## src/pcps_pkg.sv

```systemverilog
// Constants and types shared by the packet command phase engine
package pcps_pkg;
  // Task file register addresses
  localparam logic [2:0] TF_DATA = 3'h0;
  localparam logic [2:0] TF_FEAT = 3'h1;
  localparam logic [2:0] TF_SCNT = 3'h2;
  localparam logic [2:0] TF_SNUM = 3'h3;
  localparam logic [2:0] TF_CLO  = 3'h4;
  localparam logic [2:0] TF_CHI  = 3'h5;
  localparam logic [2:0] TF_DEVH = 3'h6;
  localparam logic [2:0] TF_CMD  = 3'h7;
  // Command codes
  localparam logic [7:0] CMD_PACKET  = 8'hA0;
  localparam logic [7:0] CMD_SERVICE = 8'hA2;
  // Status bit positions
  localparam int ST_BSY  = 7;
  localparam int ST_RDY  = 6;
  localparam int ST_DMA_READY_FLAG = 5;
  localparam int ST_SERVICE_FLAG = 4;
  localparam int ST_DRQ  = 3;
  localparam int ST_CHK  = 0;
  // Features and error bits
  localparam int FT_DMA = 0;
  localparam int FT_OVL = 1;
  localparam int SC_TAG_LSB = 3;
  localparam logic [7:0] ER_ABORT = 8'h04;
  // Byte count limits
  localparam logic [15:0] BC_MAX  = 16'hFFFE;
  localparam logic [15:0] BC_ONES = 16'hFFFF;
  localparam logic [15:0] BC_ZERO = 16'h0000;
  localparam logic [15:0] BC_MIN_EVEN = 16'h0002;
  // Write FIFO word layout: data, pad marker, packet marker
  localparam int FIFO_W = 18;
  localparam int FB_PAD = 16;
  localparam int FB_PKT = 17;
  localparam int TAG_W  = 5;
  localparam int PKT_WORDS_DEF = 6;

  typedef enum logic [3:0] {
    PH_IDLE, PH_AWAIT, PH_PLAN, PH_NEXT, PH_DATA,
    PH_FIN, PH_REL, PH_SRQ, PH_DONE
  } pcps_phase_t;
endpackage : pcps_pkg

```

## src/pcps_phase_engine.sv

```systemverilog
// Device-side phase engine for packet commands on the task file
//
// Contract
// [RULE1] Awaiting packet: command-or-data one, direction zero, release zero.
// [RULE2] Awaiting packet: byte count registers show the host's limit.
// [RULE3] Awaiting packet: busy clear, data request set, DMA ready and check clear.
// [RULE4] Service flag set whenever another queued command is ready.
// [RULE5] Tag field carries command tag only with queuing and overlap enabled.
// [RULE6] Data moves only after the packet; overlap may defer it to service.
// [RULE7] PIO data request presents the byte count for that request.
// [RULE8] Presented count never zero and never above the host limit; a limit of 1 with more to move presents 2; an even remainder then ends on a count of 0.
// [RULE9] Presented count never above FFFEh.
// [RULE10] Counts even except the last; a padded last count is odd.
// [RULE11] Odd count: last byte on low lines, upper byte is discarded pad.
// [RULE12] Data phase: command-or-data and release clear, direction per transfer.
// [RULE13] Data phase: busy clear, request set, check clear, DMA ready if overlapped DMA.
// [RULE14] Packet fully taken: busy set, data request cleared.
// [RULE15] Overlapped data command not ready may release the bus.
// [RULE16] Overlapped data command with release interrupt enabled must release.
// [RULE17] Release: release set, direction and command clear, status bits clear.
// [RULE18] After release, ready device sets service flag, all else unchanged.
// [RULE19] Service command brings data transfer or completion content.
// [RULE20] Host loads the byte count limit before issuing the command.
// [RULE21] Host requests overlap through the features register bit.
// [RULE22] Completion: direction and command-or-data set, release clear.
// [RULE23] Host moves exactly the presented count, odd rounded up a word.
`timescale 1ns/100ps
`default_nettype none
module pcps_phase_engine #(
  parameter int LEN_W      = 24,
  parameter int PKT_WORDS  = pcps_pkg::PKT_WORDS_DEF,
  parameter int FIFO_DEPTH = 4
) (
  input  wire logic                  mclk,           // 50 MHz clock
  input  wire logic                  rst,            // Sync reset
  input  wire logic [2:0]            tf_addr,        // Task file address
  input  wire logic                  tf_wr,          // Register write
  input  wire logic                  tf_rd,          // Register read
  input  wire logic [7:0]            tf_wdata,       // Register write data
  output logic [7:0]                 tf_rdata,       // Register read data
  input  wire logic                  dd_wr,          // Data word write
  input  wire logic [15:0]           dd_wdata,       // Data word in
  output logic                       dd_wr_ready,    // Data write takeable
  input  wire logic                  dd_rd,          // Data word read
  output logic                       dd_rd_ready,    // Data read takeable
  output logic [15:0]                dd_rdata,       // Data word out
  input  wire logic                  cfg_overlap_ok, // Overlap supported
  input  wire logic                  cfg_queue_ok,   // Queuing supported
  input  wire logic                  cfg_rel_irq_en, // Release irq enabled
  input  wire logic                  cfg_ovl_dma_ok, // Overlapped DMA ok
  input  wire logic                  be_cmd_ready,   // Other cmd queued
  input  wire logic                  be_plan_valid,  // Transfer plan pulse
  input  wire logic [LEN_W-1:0]      be_plan_len,    // Total bytes, 0 none
  input  wire logic                  be_plan_dir_in, // Device to host
  input  wire logic                  be_data_ready,  // Backend can move data
  input  wire logic                  be_finish,      // Command end pulse
  input  wire logic                  be_fail,        // End with error
  output logic                       be_pkt_taken,   // Packet done pulse
  output logic [15:0]                be_wdata,       // Word to backend
  output logic                       be_wpad,        // Upper byte is pad
  output logic                       be_wpkt,        // Word is packet
  output logic                       be_wvalid,      // Word valid
  input  wire logic                  be_wready,      // Backend takes word
  input  wire logic [15:0]           be_rdata,       // Word from backend
  input  wire logic                  be_rvalid,      // Read word valid
  output logic                       be_rready       // Read word taken
);
  import pcps_pkg::*;

  typedef struct packed {
    pcps_phase_t      ph;
    logic             bsy;
    logic             data_request_flag;
    logic             dma_ready_flag;
    logic             service_flag_rel;
    logic             chk;
    logic             release_flag;
    logic             io;
    logic             cd;
    logic [7:0]       feat;
    logic [TAG_W-1:0] tag;
    logic [7:0]       unit;
    logic [15:0]      limit;
    logic [15:0]      bcount;
    logic [LEN_W-1:0] rem;
    logic [15:0]      words;
    logic             dir_in;
    logic             last;
    logic             pkt_taken;
    logic [7:0]       rdata;
    logic [15:0]      ddr;
  } pcps_eng_t;

  pcps_eng_t s, n;

  logic [FIFO_W-1:0] fifo_in, fifo_out;
  logic              fifo_in_ready;
  logic              wr_open, wr_acc, rd_acc, go_done, cmd_wr;
  logic              service_flag_out, tag_on, final_pad;
  logic [TAG_W-1:0]  ir_tag;
  logic [7:0]        ireason, status, rd_mux;
  logic [15:0]       shown_bc, cnt_now, lim_eff;
  logic              cnt_final;

  // ------------------------------------------------------------------
  // Status and reason encoding
  // ------------------------------------------------------------------
  function automatic logic [7:0] status_byte(input pcps_eng_t e,
                                             input logic service_flag);
    logic [7:0] b;
    b = 8'h00;
    b[ST_BSY]  = e.bsy;
    b[ST_RDY]  = 1'b1;
    b[ST_DMA_READY_FLAG] = e.dma_ready_flag;
    b[ST_SERVICE_FLAG] = service_flag;
    b[ST_DRQ]  = e.data_request_flag;
    b[ST_CHK]  = e.chk;
    return b;
  endfunction : status_byte

  assign service_flag_out = s.service_flag_rel || be_cmd_ready;             // [RULE4]
  assign tag_on   = cfg_queue_ok && cfg_overlap_ok && s.feat[FT_OVL];
  assign ir_tag   = tag_on ? s.tag : '0;                    // [RULE5]
  assign ireason  = {ir_tag, s.release_flag, s.io, s.cd};
  assign status   = status_byte(s, service_flag_out);
  // Awaiting the packet the count registers echo the host limit
  assign shown_bc = (s.ph == PH_AWAIT) ? s.limit : s.bcount; // [RULE2]

  always_comb begin
    unique case (tf_addr)
      TF_DATA: rd_mux = 8'h00;
      TF_FEAT: rd_mux = s.chk ? ER_ABORT : 8'h00;
      TF_SCNT: rd_mux = ireason;
      TF_SNUM: rd_mux = 8'h00;
      TF_CLO:  rd_mux = shown_bc[7:0];
      TF_CHI:  rd_mux = shown_bc[15:8];
      TF_DEVH: rd_mux = s.unit;
      TF_CMD:  rd_mux = status;
    endcase
  end

  // ------------------------------------------------------------------
  // Data path
  // ------------------------------------------------------------------
  pcps_count_calc #(.LEN_W(LEN_W)) u_count (
    .limit     (s.limit),
    .remaining (s.rem),
    .lim_eff   (lim_eff),
    .count     (cnt_now),
    .final_req (cnt_final)
  );

  // Host writes only reach the FIFO after the packet or while it is due
  assign wr_open = (s.ph == PH_AWAIT) ||
                   ((s.ph == PH_DATA) && !s.dir_in);        // [RULE6]
  assign dd_wr_ready = wr_open && fifo_in_ready;
  assign wr_acc      = dd_wr && dd_wr_ready;
  assign dd_rd_ready = (s.ph == PH_DATA) && s.dir_in && be_rvalid;
  assign rd_acc      = dd_rd && dd_rd_ready;
  assign be_rready   = rd_acc;
  assign dd_rdata    = s.ddr;
  assign tf_rdata    = s.rdata;
  assign be_pkt_taken = s.pkt_taken;
  // Last word of an odd final count carries a pad in the upper byte
  assign final_pad = (s.ph == PH_DATA) && (s.words == 16'h0001) &&
                     s.bcount[0];                           // [RULE11]
  assign fifo_in   = {(s.ph == PH_AWAIT), final_pad, dd_wdata};
  assign cmd_wr    = tf_wr && (tf_addr == TF_CMD);

  pcps_fifo #(.W(FIFO_W), .DEPTH(FIFO_DEPTH)) u_fifo (
    .mclk      (mclk),
    .rst       (rst),
    .in_data   (fifo_in),
    .in_valid  (wr_acc),
    .in_ready  (fifo_in_ready),
    .out_data  (fifo_out),
    .out_valid (be_wvalid),
    .out_ready (be_wready)
  );
  assign be_wdata = fifo_out[15:0];
  assign be_wpad  = fifo_out[FB_PAD];
  assign be_wpkt  = fifo_out[FB_PKT];

  // Error also ends a next or data phase; a normal end only the plan or final phase
  assign go_done = be_finish &&
                   ((s.ph == PH_FIN) || (s.ph == PH_PLAN) ||
                    (be_fail && ((s.ph == PH_NEXT) || (s.ph == PH_DATA))));

  // ------------------------------------------------------------------
  // Phase sequencing
  // ------------------------------------------------------------------
  always_comb begin
    n = s;
    n.pkt_taken = 1'b0;
    n.rdata = rd_mux;
    if (tf_wr) begin
      unique case (tf_addr)
        TF_FEAT: n.feat = tf_wdata;                         // [RULE21]
        TF_SCNT: n.tag = tf_wdata[SC_TAG_LSB +: TAG_W];
        TF_CLO:  n.limit[7:0] = tf_wdata;                   // [RULE20]
        TF_CHI:  n.limit[15:8] = tf_wdata;                  // [RULE20]
        TF_DEVH: n.unit = tf_wdata;
        TF_DATA, TF_SNUM, TF_CMD: begin
        end
      endcase
    end
    if (cmd_wr && (tf_wdata == CMD_PACKET) &&
        ((s.ph == PH_IDLE) || (s.ph == PH_DONE))) begin
      n.ph = PH_AWAIT;
      n.bsy = 1'b0;                                         // [RULE3]
      n.data_request_flag = 1'b1;                                         // [RULE3]
      n.dma_ready_flag = 1'b0;                                        // [RULE3]
      n.chk = 1'b0;                                         // [RULE3]
      n.cd = 1'b1;                                          // [RULE1]
      n.io = 1'b0;                                          // [RULE1]
      n.release_flag = 1'b0;                                         // [RULE1]
      n.words = 16'(PKT_WORDS);
    end
    if (cmd_wr && (tf_wdata == CMD_SERVICE) && (s.ph == PH_SRQ)) begin
      n.ph = PH_NEXT;                                       // [RULE19]
      n.bsy = 1'b1;
      n.release_flag = 1'b0;
      n.service_flag_rel = 1'b0;
    end
    unique case (s.ph)
      PH_IDLE, PH_DONE, PH_SRQ, PH_FIN: begin
      end
      PH_AWAIT: begin
        if (wr_acc) begin
          n.words = s.words - 16'h0001;
          if (s.words == 16'h0001) begin
            n.ph = PH_PLAN;
            n.bsy = 1'b1;                                   // [RULE14]
            n.data_request_flag = 1'b0;                                   // [RULE14]
            n.pkt_taken = 1'b1;
          end
        end
      end
      PH_PLAN: begin
        if (be_plan_valid && !be_finish) begin
          n.rem = be_plan_len;
          n.dir_in = be_plan_dir_in;
          if (be_plan_len == '0) begin
            n.ph = PH_FIN;
          end else if (s.feat[FT_OVL] && cfg_overlap_ok &&
                       (cfg_rel_irq_en || !be_data_ready)) begin
            n.ph = PH_REL;                                  // [RULE15] [RULE16]
            n.release_flag = 1'b1;                                   // [RULE17]
            n.io = 1'b0;                                    // [RULE17]
            n.cd = 1'b0;                                    // [RULE17]
            n.bsy = 1'b0;                                   // [RULE17]
            n.dma_ready_flag = 1'b0;                                  // [RULE17]
            n.data_request_flag = 1'b0;                                   // [RULE17]
            n.chk = 1'b0;                                   // [RULE17]
          end else begin
            n.ph = PH_NEXT;                                 // [RULE6]
          end
        end
      end
      PH_NEXT: begin
        if (be_data_ready) begin
          n.ph = PH_DATA;
          n.bcount = cnt_now;                               // [RULE7]
          n.last = cnt_final;
          // Words to move: count rounded up to whole words
          n.words = 16'((17'(cnt_now) + 17'h00001) >> 1);   // [RULE23]
          n.cd = 1'b0;                                      // [RULE12]
          n.release_flag = 1'b0;                                     // [RULE12]
          n.io = s.dir_in;                                  // [RULE12]
          n.bsy = 1'b0;                                     // [RULE13]
          n.data_request_flag = 1'b1;                                     // [RULE13]
          n.chk = 1'b0;                                     // [RULE13]
          n.dma_ready_flag = s.feat[FT_DMA] && cfg_ovl_dma_ok;        // [RULE13]
        end
      end
      PH_DATA: begin
        if (rd_acc) begin
          // Pad byte of an odd final word goes out as zero
          n.ddr = final_pad ? {8'h00, be_rdata[7:0]} : be_rdata; // [RULE11]
        end
        if (wr_acc || rd_acc) begin
          n.words = s.words - 16'h0001;
          if (s.words == 16'h0001) begin
            n.rem = s.rem - LEN_W'(s.bcount);
            n.ph = s.last ? PH_FIN : PH_NEXT;
            n.bsy = 1'b1;
            n.data_request_flag = 1'b0;
            n.dma_ready_flag = 1'b0;
          end
        end
      end
      PH_REL: begin
        // Only the service flag moves while the bus is released
        if (be_data_ready) begin
          n.service_flag_rel = 1'b1;                                // [RULE18]
          n.ph = PH_SRQ;
        end
      end
    endcase
    if (go_done) begin
      n.ph = PH_DONE;
      n.io = 1'b1;                                          // [RULE22]
      n.cd = 1'b1;                                          // [RULE22]
      n.release_flag = 1'b0;                                         // [RULE22]
      n.bsy = 1'b0;
      n.data_request_flag = 1'b0;
      n.dma_ready_flag = 1'b0;
      n.chk = be_fail;
    end
  end

  always_ff @(posedge mclk) begin
    if (rst) begin
      s <= '0;
    end else begin
      s <= n;
    end
  end
endmodule : pcps_phase_engine
`default_nettype wire

```

## src/pcps_fifo.sv

```systemverilog
// Small synchronous FIFO with valid and ready on both sides
`timescale 1ns/100ps
`default_nettype none
module pcps_fifo #(
  parameter int W     = 18,
  parameter int DEPTH = 4
) (
  input  wire logic         mclk,      // Clock
  input  wire logic         rst,       // Sync reset
  input  wire logic [W-1:0] in_data,   // Fill data
  input  wire logic         in_valid,  // Fill valid
  output logic              in_ready,  // Not full
  output logic [W-1:0]      out_data,  // Head word
  output logic              out_valid, // Not empty
  input  wire logic         out_ready  // Drain ready
);
  localparam int AW = (DEPTH > 1) ? $clog2(DEPTH) : 1;

  typedef struct packed {
    logic [DEPTH-1:0][W-1:0] mem;
    logic [AW-1:0]           wp;
    logic [AW-1:0]           rp;
    logic [AW:0]             cnt;
  } pcps_fifo_t;

  pcps_fifo_t s, n;
  logic push, pop;

  assign in_ready  = (s.cnt != (AW+1)'(DEPTH));
  assign out_valid = (s.cnt != '0);
  assign out_data  = s.mem[s.rp];
  assign push      = in_valid && in_ready;
  assign pop       = out_valid && out_ready;

  function automatic logic [AW-1:0] bump(input logic [AW-1:0] p);
    bump = (p == AW'(DEPTH - 1)) ? '0 : AW'(p + 1'b1);
  endfunction : bump

  always_comb begin
    n = s;
    if (push) begin
      n.mem[s.wp] = in_data;
      n.wp = bump(s.wp);
    end
    if (pop) begin
      n.rp = bump(s.rp);
    end
    n.cnt = s.cnt + (AW+1)'(push) - (AW+1)'(pop);
  end

  always_ff @(posedge mclk) begin
    if (rst) begin
      s <= '0;
    end else begin
      s <= n;
    end
  end
endmodule : pcps_fifo
`default_nettype wire

```

## src/pcps_count_calc.sv

```systemverilog
// Per-request byte count chooser for PIO data phases
`timescale 1ns/100ps
`default_nettype none
module pcps_count_calc
  import pcps_pkg::*;
#(
  parameter int LEN_W = 24
) (
  input  wire logic [15:0]      limit,     // Host byte count limit
  input  wire logic [LEN_W-1:0] remaining, // Bytes left in command
  output logic [15:0]           lim_eff,   // Limit as interpreted
  output logic [15:0]           count,     // Count for this request
  output logic                  final_req  // This request ends data
);
  always_comb begin
    // All ones and zero both fall back to the largest legal count
    lim_eff = ((limit == BC_ONES) || (limit == BC_ZERO)) ? BC_MAX : limit;
    final_req = (remaining <= LEN_W'(lim_eff));
    if (final_req) begin
      count = remaining[15:0];                        // [RULE10]
    end else begin
      count = {lim_eff[15:1], 1'b0};                  // [RULE8] [RULE9]
      // Odd limit of one with more to move cannot be honoured evenly
      if (count == BC_ZERO) begin
        count = BC_MIN_EVEN;
      end
    end
  end
endmodule : pcps_count_calc
`default_nettype wire

```

## config.mk

```make
export PLATFORM = sky130hd
export DESIGN_NAME = pcps_phase_engine
export DESIGN_NICKNAME = d
export VERILOG_FILES = /design/src/pcps_pkg.sv /design/src/pcps_phase_engine.sv /design/src/pcps_fifo.sv /design/src/pcps_count_calc.sv
export SDC_FILE = /design/constraint.sdc
export NUM_CORES = 1
export LEC_CHECK = 0
export ABC_AREA = 1
export BUFFER_PORTS_ARGS = -buffer_cell sky130_fd_sc_hd__clkbuf_2
export CORE_MARGIN = 2
export CORE_UTILIZATION = 45
export DETAILED_ROUTE_END_ITERATION = 8
export SLEW_MARGIN = 20
export SYNTH_ARGS = -nofsm -noshare
export SYNTH_HDL_FRONTEND = slang
export SYNTH_SLANG_ARGS = --single-unit
export TNS_END_PERCENT = 50
```

## constraint.sdc

```tcl
create_clock -name mclk -period 4.2 [get_ports mclk]
set_clock_uncertainty 0.05 [all_clocks]
set_input_delay 0.42 -clock mclk [delete_from_list [all_inputs] [get_ports mclk]]
set_output_delay 0.42 -clock mclk [all_outputs]
set_load 0.02 [all_outputs]
```

After elaboration in Yosys (flattened, before gate mapping). Index checks and enable logic that the tools add are counted.

Bits in registers: 205. Word-level logic and storage cells: 176. Input port bits: 85. Output and inout port bits: 47.

Reduce and logical (&&, ||, !) cells: 55. Order comparisons: 4. $add $sub $neg: 7. Bitwise logic cells: 2. Eq/ne operators: 25. Muxes and demuxes: 53.

Operators by type and width (count): $mux W16 (8); $bwmux W72 (1); $pmux W8 S7 (1); $mux W24 (2); $pmux W16 S3 (1); $pmux W24 S2 (1); $mux W7 (6); $mux W40 (1); $bmux W18 S2 (1); $demux W18 S2 (1); $mux W18 (2); $mux W4 (7); $le A24 B16 Y1 (1); $logic_and A1 B1 Y1 (24); $logic_not A24 Y1 (1); $sub A24 B16 Y24 (1); $pmux W4 S5 (1); $mux W3 (6); $add A16 B1 Y17 const B (1); $eq A16 B1 Y1 const B (1); $eq A16 B16 Y1 const B (1); $eq A4 B3 Y1 const B (4); $eq A8 B8 Y1 const B (2); $logic_not A16 Y1 (1); 34 further kinds (70).

Depth between registers and ports, before layout.
Depth in word-level cells: 11. Depth in mapped cells: 31. Mapped depth without buffers: 28.

Cells and area by module. A second synthesis with hierarchy kept.

Cell total of the unflattened synthesis: 2211. Area, all modules: 13706.9 µm².

By module, submodules not included: pcps_phase_engine (times used 1, area each 8100.3 µm², sequential area each 2522.4 µm², cells each 1310); pcps_fifo (times used 1, area each 4479.3 µm², sequential area each 1581.5 µm², cells each 716); pcps_count_calc (times used 1, area each 1127.3 µm², sequential area each 0.0 µm², cells each 185).

Worst setup path before layout. OpenSTA, ideal clock, no wires.

Kind: register to register. From: register s[87] in the netlist's numbering. To: register s[40] in the netlist's numbering. Arrival: 3359 ps. Clock period less this slack: 3526 ps. Path buffers: 3. Data required time: 4033 ps. Library setup time: 117 ps. Cell stages (with the launch flop): 30. Path slack: 674 ps. Cells stage by stage: dfxtp_1 nor2_1 nand2_1 nor2_1 nand2_1 nand2_1 buf_2 nor2_1 ha_1 nand2_1 inv_1 nand3_1 inv_1 a21oi_1 nor2_1 nor2_1 nand2_4 nand2_8 buf_8 buf_6 inv_1 nor2_1 ha_1 nand2_1 nor2_4 nand2_2 nor3_4 nor2_1 nor2_1 nor2_1.

Elaborated cells between the ends (all ways): 11. Those cells by class: add/sub (1); order compare (1); eq/ne (1); mux (5); reduce/logical (3).

RTL lines: from (decl) (RTL line pcps_phase_engine.sv:94) `pcps_eng_t s, n;`; from (signal assigned) (RTL line pcps_phase_engine.sv:316) `s <= n;`; $eq A16 B16 Y1 or $logic_not A16 Y1 (tied branches) (RTL line pcps_count_calc.sv:17) `lim_eff = ((limit == BC_ONES) || (limit == BC_ZERO)) ? BC_MAX : limit;`; $logic_or A1 B1 Y1 (RTL line pcps_count_calc.sv:17); $mux W16 * (RTL line pcps_count_calc.sv:17); $le A24 B16 Y1 * (RTL line pcps_count_calc.sv:18) `final_req = (remaining <= LEN_W'(lim_eff));`; $mux W16 * (RTL line pcps_count_calc.sv:19) `if (final_req) begin`; via cnt_now[0] (RTL line pcps_phase_engine.sv:102) `logic [15:0] shown_bc, cnt_now, lim_eff;`; $add A16 B1 Y17 * (RTL line pcps_phase_engine.sv:266) `n.words = 16'((17'(cnt_now) + 17'h00001) >> 1);`; $mux W16 * (RTL line pcps_phase_engine.sv:261) `if (be_data_ready) begin`; $pmux W16 S3 * (RTL line pcps_phase_engine.sv:225) `unique case (s.ph)`.

The timed path passes the listed nets; every way through them passes the cells marked *. A chain may end at the register's enable or synchronous reset.

Final worst setup path.
From: register s[96] in the netlist's numbering. To: register s[38] in the netlist's numbering.

Cells in the longest elaborated chain, start to end: 9. Elaborated cells between the ends (all ways): 11. Those cells by class: add/sub (1); order compare (1); eq/ne (1); mux (5); reduce/logical (3).

Ends and longest elaborated chain (RTL line): $eq A16 B16 Y1 or $logic_not A16 Y1 (tied branches) (pcps_count_calc.sv:17); $logic_or A1 B1 Y1 (pcps_count_calc.sv:17); $mux W16 * (pcps_count_calc.sv:17); parallel branches: the longest is 2 deep, another holds $le A24 B16 Y1; $mux W16 * (pcps_count_calc.sv:19); via cnt_now[1] (pcps_phase_engine.sv:102); $add A16 B1 Y17 * (pcps_phase_engine.sv:266); $mux W16 * (pcps_phase_engine.sv:261); $pmux W16 S3 * (pcps_phase_engine.sv:225).

Mark *: on every way through the listed nets, which the timed path passes.

==> results.md <==
* # IOs at 132
* Starting density of the core at 0.457
* Layout cells sized above 1 at 0.131
* GR met1 Demand/Resource at 0.369
* Worst setup SP type: register
* FP Rows at 59
* Slew @ Worst Pin at 0.954 ns
* Syn avg cell area at 6.73 um^2
* Vias/cell at 5.62
* Final worst path period share at 0.914
* Die H at 167 um
* WP data required at 4.63 ns
* Ys flop type: dfxtp_1
* Status: finished clean
* Routed vias at 12400
* Slew Limit Fails at 0
* Mapped Area at 11900 um^2
* Largest net degree at the start of global routing at 73
* Worst-path clk slew at 0.06 ns
* Finished Layout Cells at 2204
* Setup ws final at 0.363 ns
* Placed cell count at 2155
* Gpl congestion at 0.935
* Clock Tree Root: clkbuf_16
* Filler cells at 2666
* Peak VDD IR at 352 uV
* Wire per inst at 17.4 um
* Util after Layout at 0.519
* WS Path Type: register to register
* Min Tclk post-route at 3.84 ns
* DRC violations left at 0
* Commonest cells after routing, fill and taps aside: nand2_1 (285), a21oi_1 (234), dfxtp_1 (204), inv_1 (187), nor2_1 (179)
* Setup TNS at 0 ns
* Max_slew headroom at 0.364
* H-tree depth at 1
* Drt pass-1 iters at 6
* WHS at 0.0719 ns
* Vias in the first global route at 11300
* EDFF count, synth at 0
* Crit path launch: s[96]
* Synth Net Count at 1898
* First-pass GRT wire length at 60700 um
* CTS tree: built
* Gr ovfl total at 0
* Grt peak-use layer: met2
* Most common cell after layout, fill and taps aside: nand2_1
* Initial antenna violation count at 0
* Pwr/cell area at 458 nW/um^2
* Hold Violations, Final at 0
* Synth unique cells at 55
* Port Buffers at 130
* Diodes inserted at 0
* TritonCTS Buffers at 24
* Die width at 167 um
* Sink Count at 205
* Worst hold path class: primary input to register
* Crit path max fanout at 15
* Final ANT Viol Nets at 0
* Async SR Flop Fraction at 0
* Yosys warnings at 0
* RR Startpoint: s[96]
* FF+latch count, synth at 205
* Fmax at 261 MHz
* Core area at 26100 um^2
* First DRT Iteration DRCs at 1297
* Post-Syn Instances at 1770
* Post-layout nets at 1980
* Register area share after synthesis at 0.345
* Setup Viol. Count Final at 0
* Worst-Skew Late Latency at 0.53 ns
* Clock Path Buffers at 3
* DRT Wirelength at 38300 um
* GR met3 Demand/Resource at 0.0433
* Critical path endpoint category: register
* Leak at 5.97 nW
* Worst slack, placed at 0.161 ns
* Dpl hpwl at 27000 um
* Met2 GRT Util at 0.428
* Worst Min Path Start: be_rdata[8]
* Total of max-cap violations at 0
* DIE AREA at 27800 um^2
* Total track usage at 0.266
* Crit path DAT at 4.26 ns
* Area delta synth->final at 13.6%
==> critical path, cell delays in order (launching register included) <==
cell and delay [ns]:
dfxtp_1 0.46, nand4_1 0.13, nor2_1 0.13, nand2_1 0.16, nand2_4 0.19, nor2_1 0.10, ha_1 0.30, nand4_1 0.20
nor3_1 0.25, nand4_1 0.12, nor2_1 0.10, nor2_1 0.07, nand2_4 0.15, buf_12 0.13, nand3b_1 0.07, nand2_1 0.14
ha_1 0.18, nand2_1 0.11, nor2_4 0.16, nand2_2 0.12, nor2_1 0.15, nand4_1 0.11, nand3_1 0.09, nand2_1 0.05
inv_1 0.05
==> cells by family after synthesis <==
family / count (synthesis) / share of synthesized area
compound gates: 495 / 0.226
xor+xnor: 20 / 0.0147
fa+ha+maj: 43 / 0.0464
buf+inv: 305 / 0.106
flops: 205 / 0.345
simple gates: 702 / 0.262
==> metal layers <==
layer  part of all wire  wire length, um  vias up
li1                   -                -     6115
met1               0.45            17300     5800
met2               0.45            17400      401
met3              0.067             2580       62
met4              0.025              964        0
met5                  0                0        -
==> sequential cells by signal, summed over array words and instances (netlist names) <==
register and count:
ireason 3, s 98, dd_rdata 16, tf_rdata 8
be_pkt_taken 1, u_fifo.s 79
==> cell usage after synthesis, types with 4 or more instances <==
cell | n | area share
nand3_1 | 140 | 0.059
nand2_2 | 12 | 0.0063
a221oi_1 | 17 | 0.012
a21oi_1 | 234 | 0.098
o211ai_1 | 5 | 0.0032
clkbuf_1 | 71 | 0.022
nor4_1 | 11 | 0.0058
buf_1 | 6 | 0.0019
nor2_1 | 179 | 0.056
nor3_1 | 21 | 0.0088
nor2_2 | 6 | 0.0032
a211oi_1 | 10 | 0.0063
a22oi_1 | 5 | 0.0032
a31oi_1 | 7 | 0.0037
buf_2 | 6 | 0.0025
inv_2 | 5 | 0.0016
ha_1 | 41 | 0.043
o22ai_1 | 22 | 0.012
xor2_1 | 14 | 0.010
nand4_1 | 19 | 0.010
o21ai_0 | 171 | 0.072
o41ai_1 | 5 | 0.0037
dfxtp_1 | 205 | 0.34
buf_4 | 24 | 0.015
inv_1 | 188 | 0.059
nand3b_1 | 9 | 0.0057
or2_2 | 4 | 0.0021
xnor2_1 | 6 | 0.0044
nand2_1 | 286 | 0.090
==> repair_timing <==
| action | in CTS | in global routing |
|---|---|---|
| endpoints found under the hold margin | 0 | 0 |
| hold buffers | 0 | 0 |
| buffers inserted | 0 | 5 |
| endpoints found under the setup margin | 0 | 14 |
| gates resized for setup | 0 | 4 |
==> final timing paths <==
path / end / slack (ns) / cells past startpoint
max: s[38] / 0.36 / 24
min: dd_rdata[8] / 0.07 / 3
max reg2reg: s[38] / 0.36 / 24
min reg2reg: u_fifo.s[58] / 0.41 / 2
==> cell type report <==
type | count | area [um^2] | area share
clock inverter | 9 | 87.6 | 0.00647
multi-input combinational | 1261 | 6570 | 0.485
inverter | 196 | 736 | 0.0544
tap | 335 | 419 | 0.0310
timing repair buffer | 164 | 933 | 0.0690
clock buffer | 34 | 688 | 0.0508
sequential | 205 | 4110 | 0.303
==> power by group <==
| part | switching [W] | total, W | leakage (nW) | internal (W) |
|---|---|---|---|---|
| Sequential | 0.0000822 | 0.00212 | 1.66 | 0.00204 |
| Combinational | 0.00136 | 0.00202 | 3.93 | 0.000666 |
| Clock | 0.000851 | 0.00206 | 0.388 | 0.00121 |
| Total | 0.00229 | 0.00620 | 5.97 | 0.00391 |
==> per-stage QoR <==
stage / instance area (um^2) / power (W)
CTS: 13500 / 0.00617
floorplan: 11900 / 0.00354
global route: 13500 / 0.00655
global placement: 12700 / 0.00409
finish: 13500 / 0.00620
detailed placement: 12700 / 0.00410
Power figures use the tool's default switching activity.
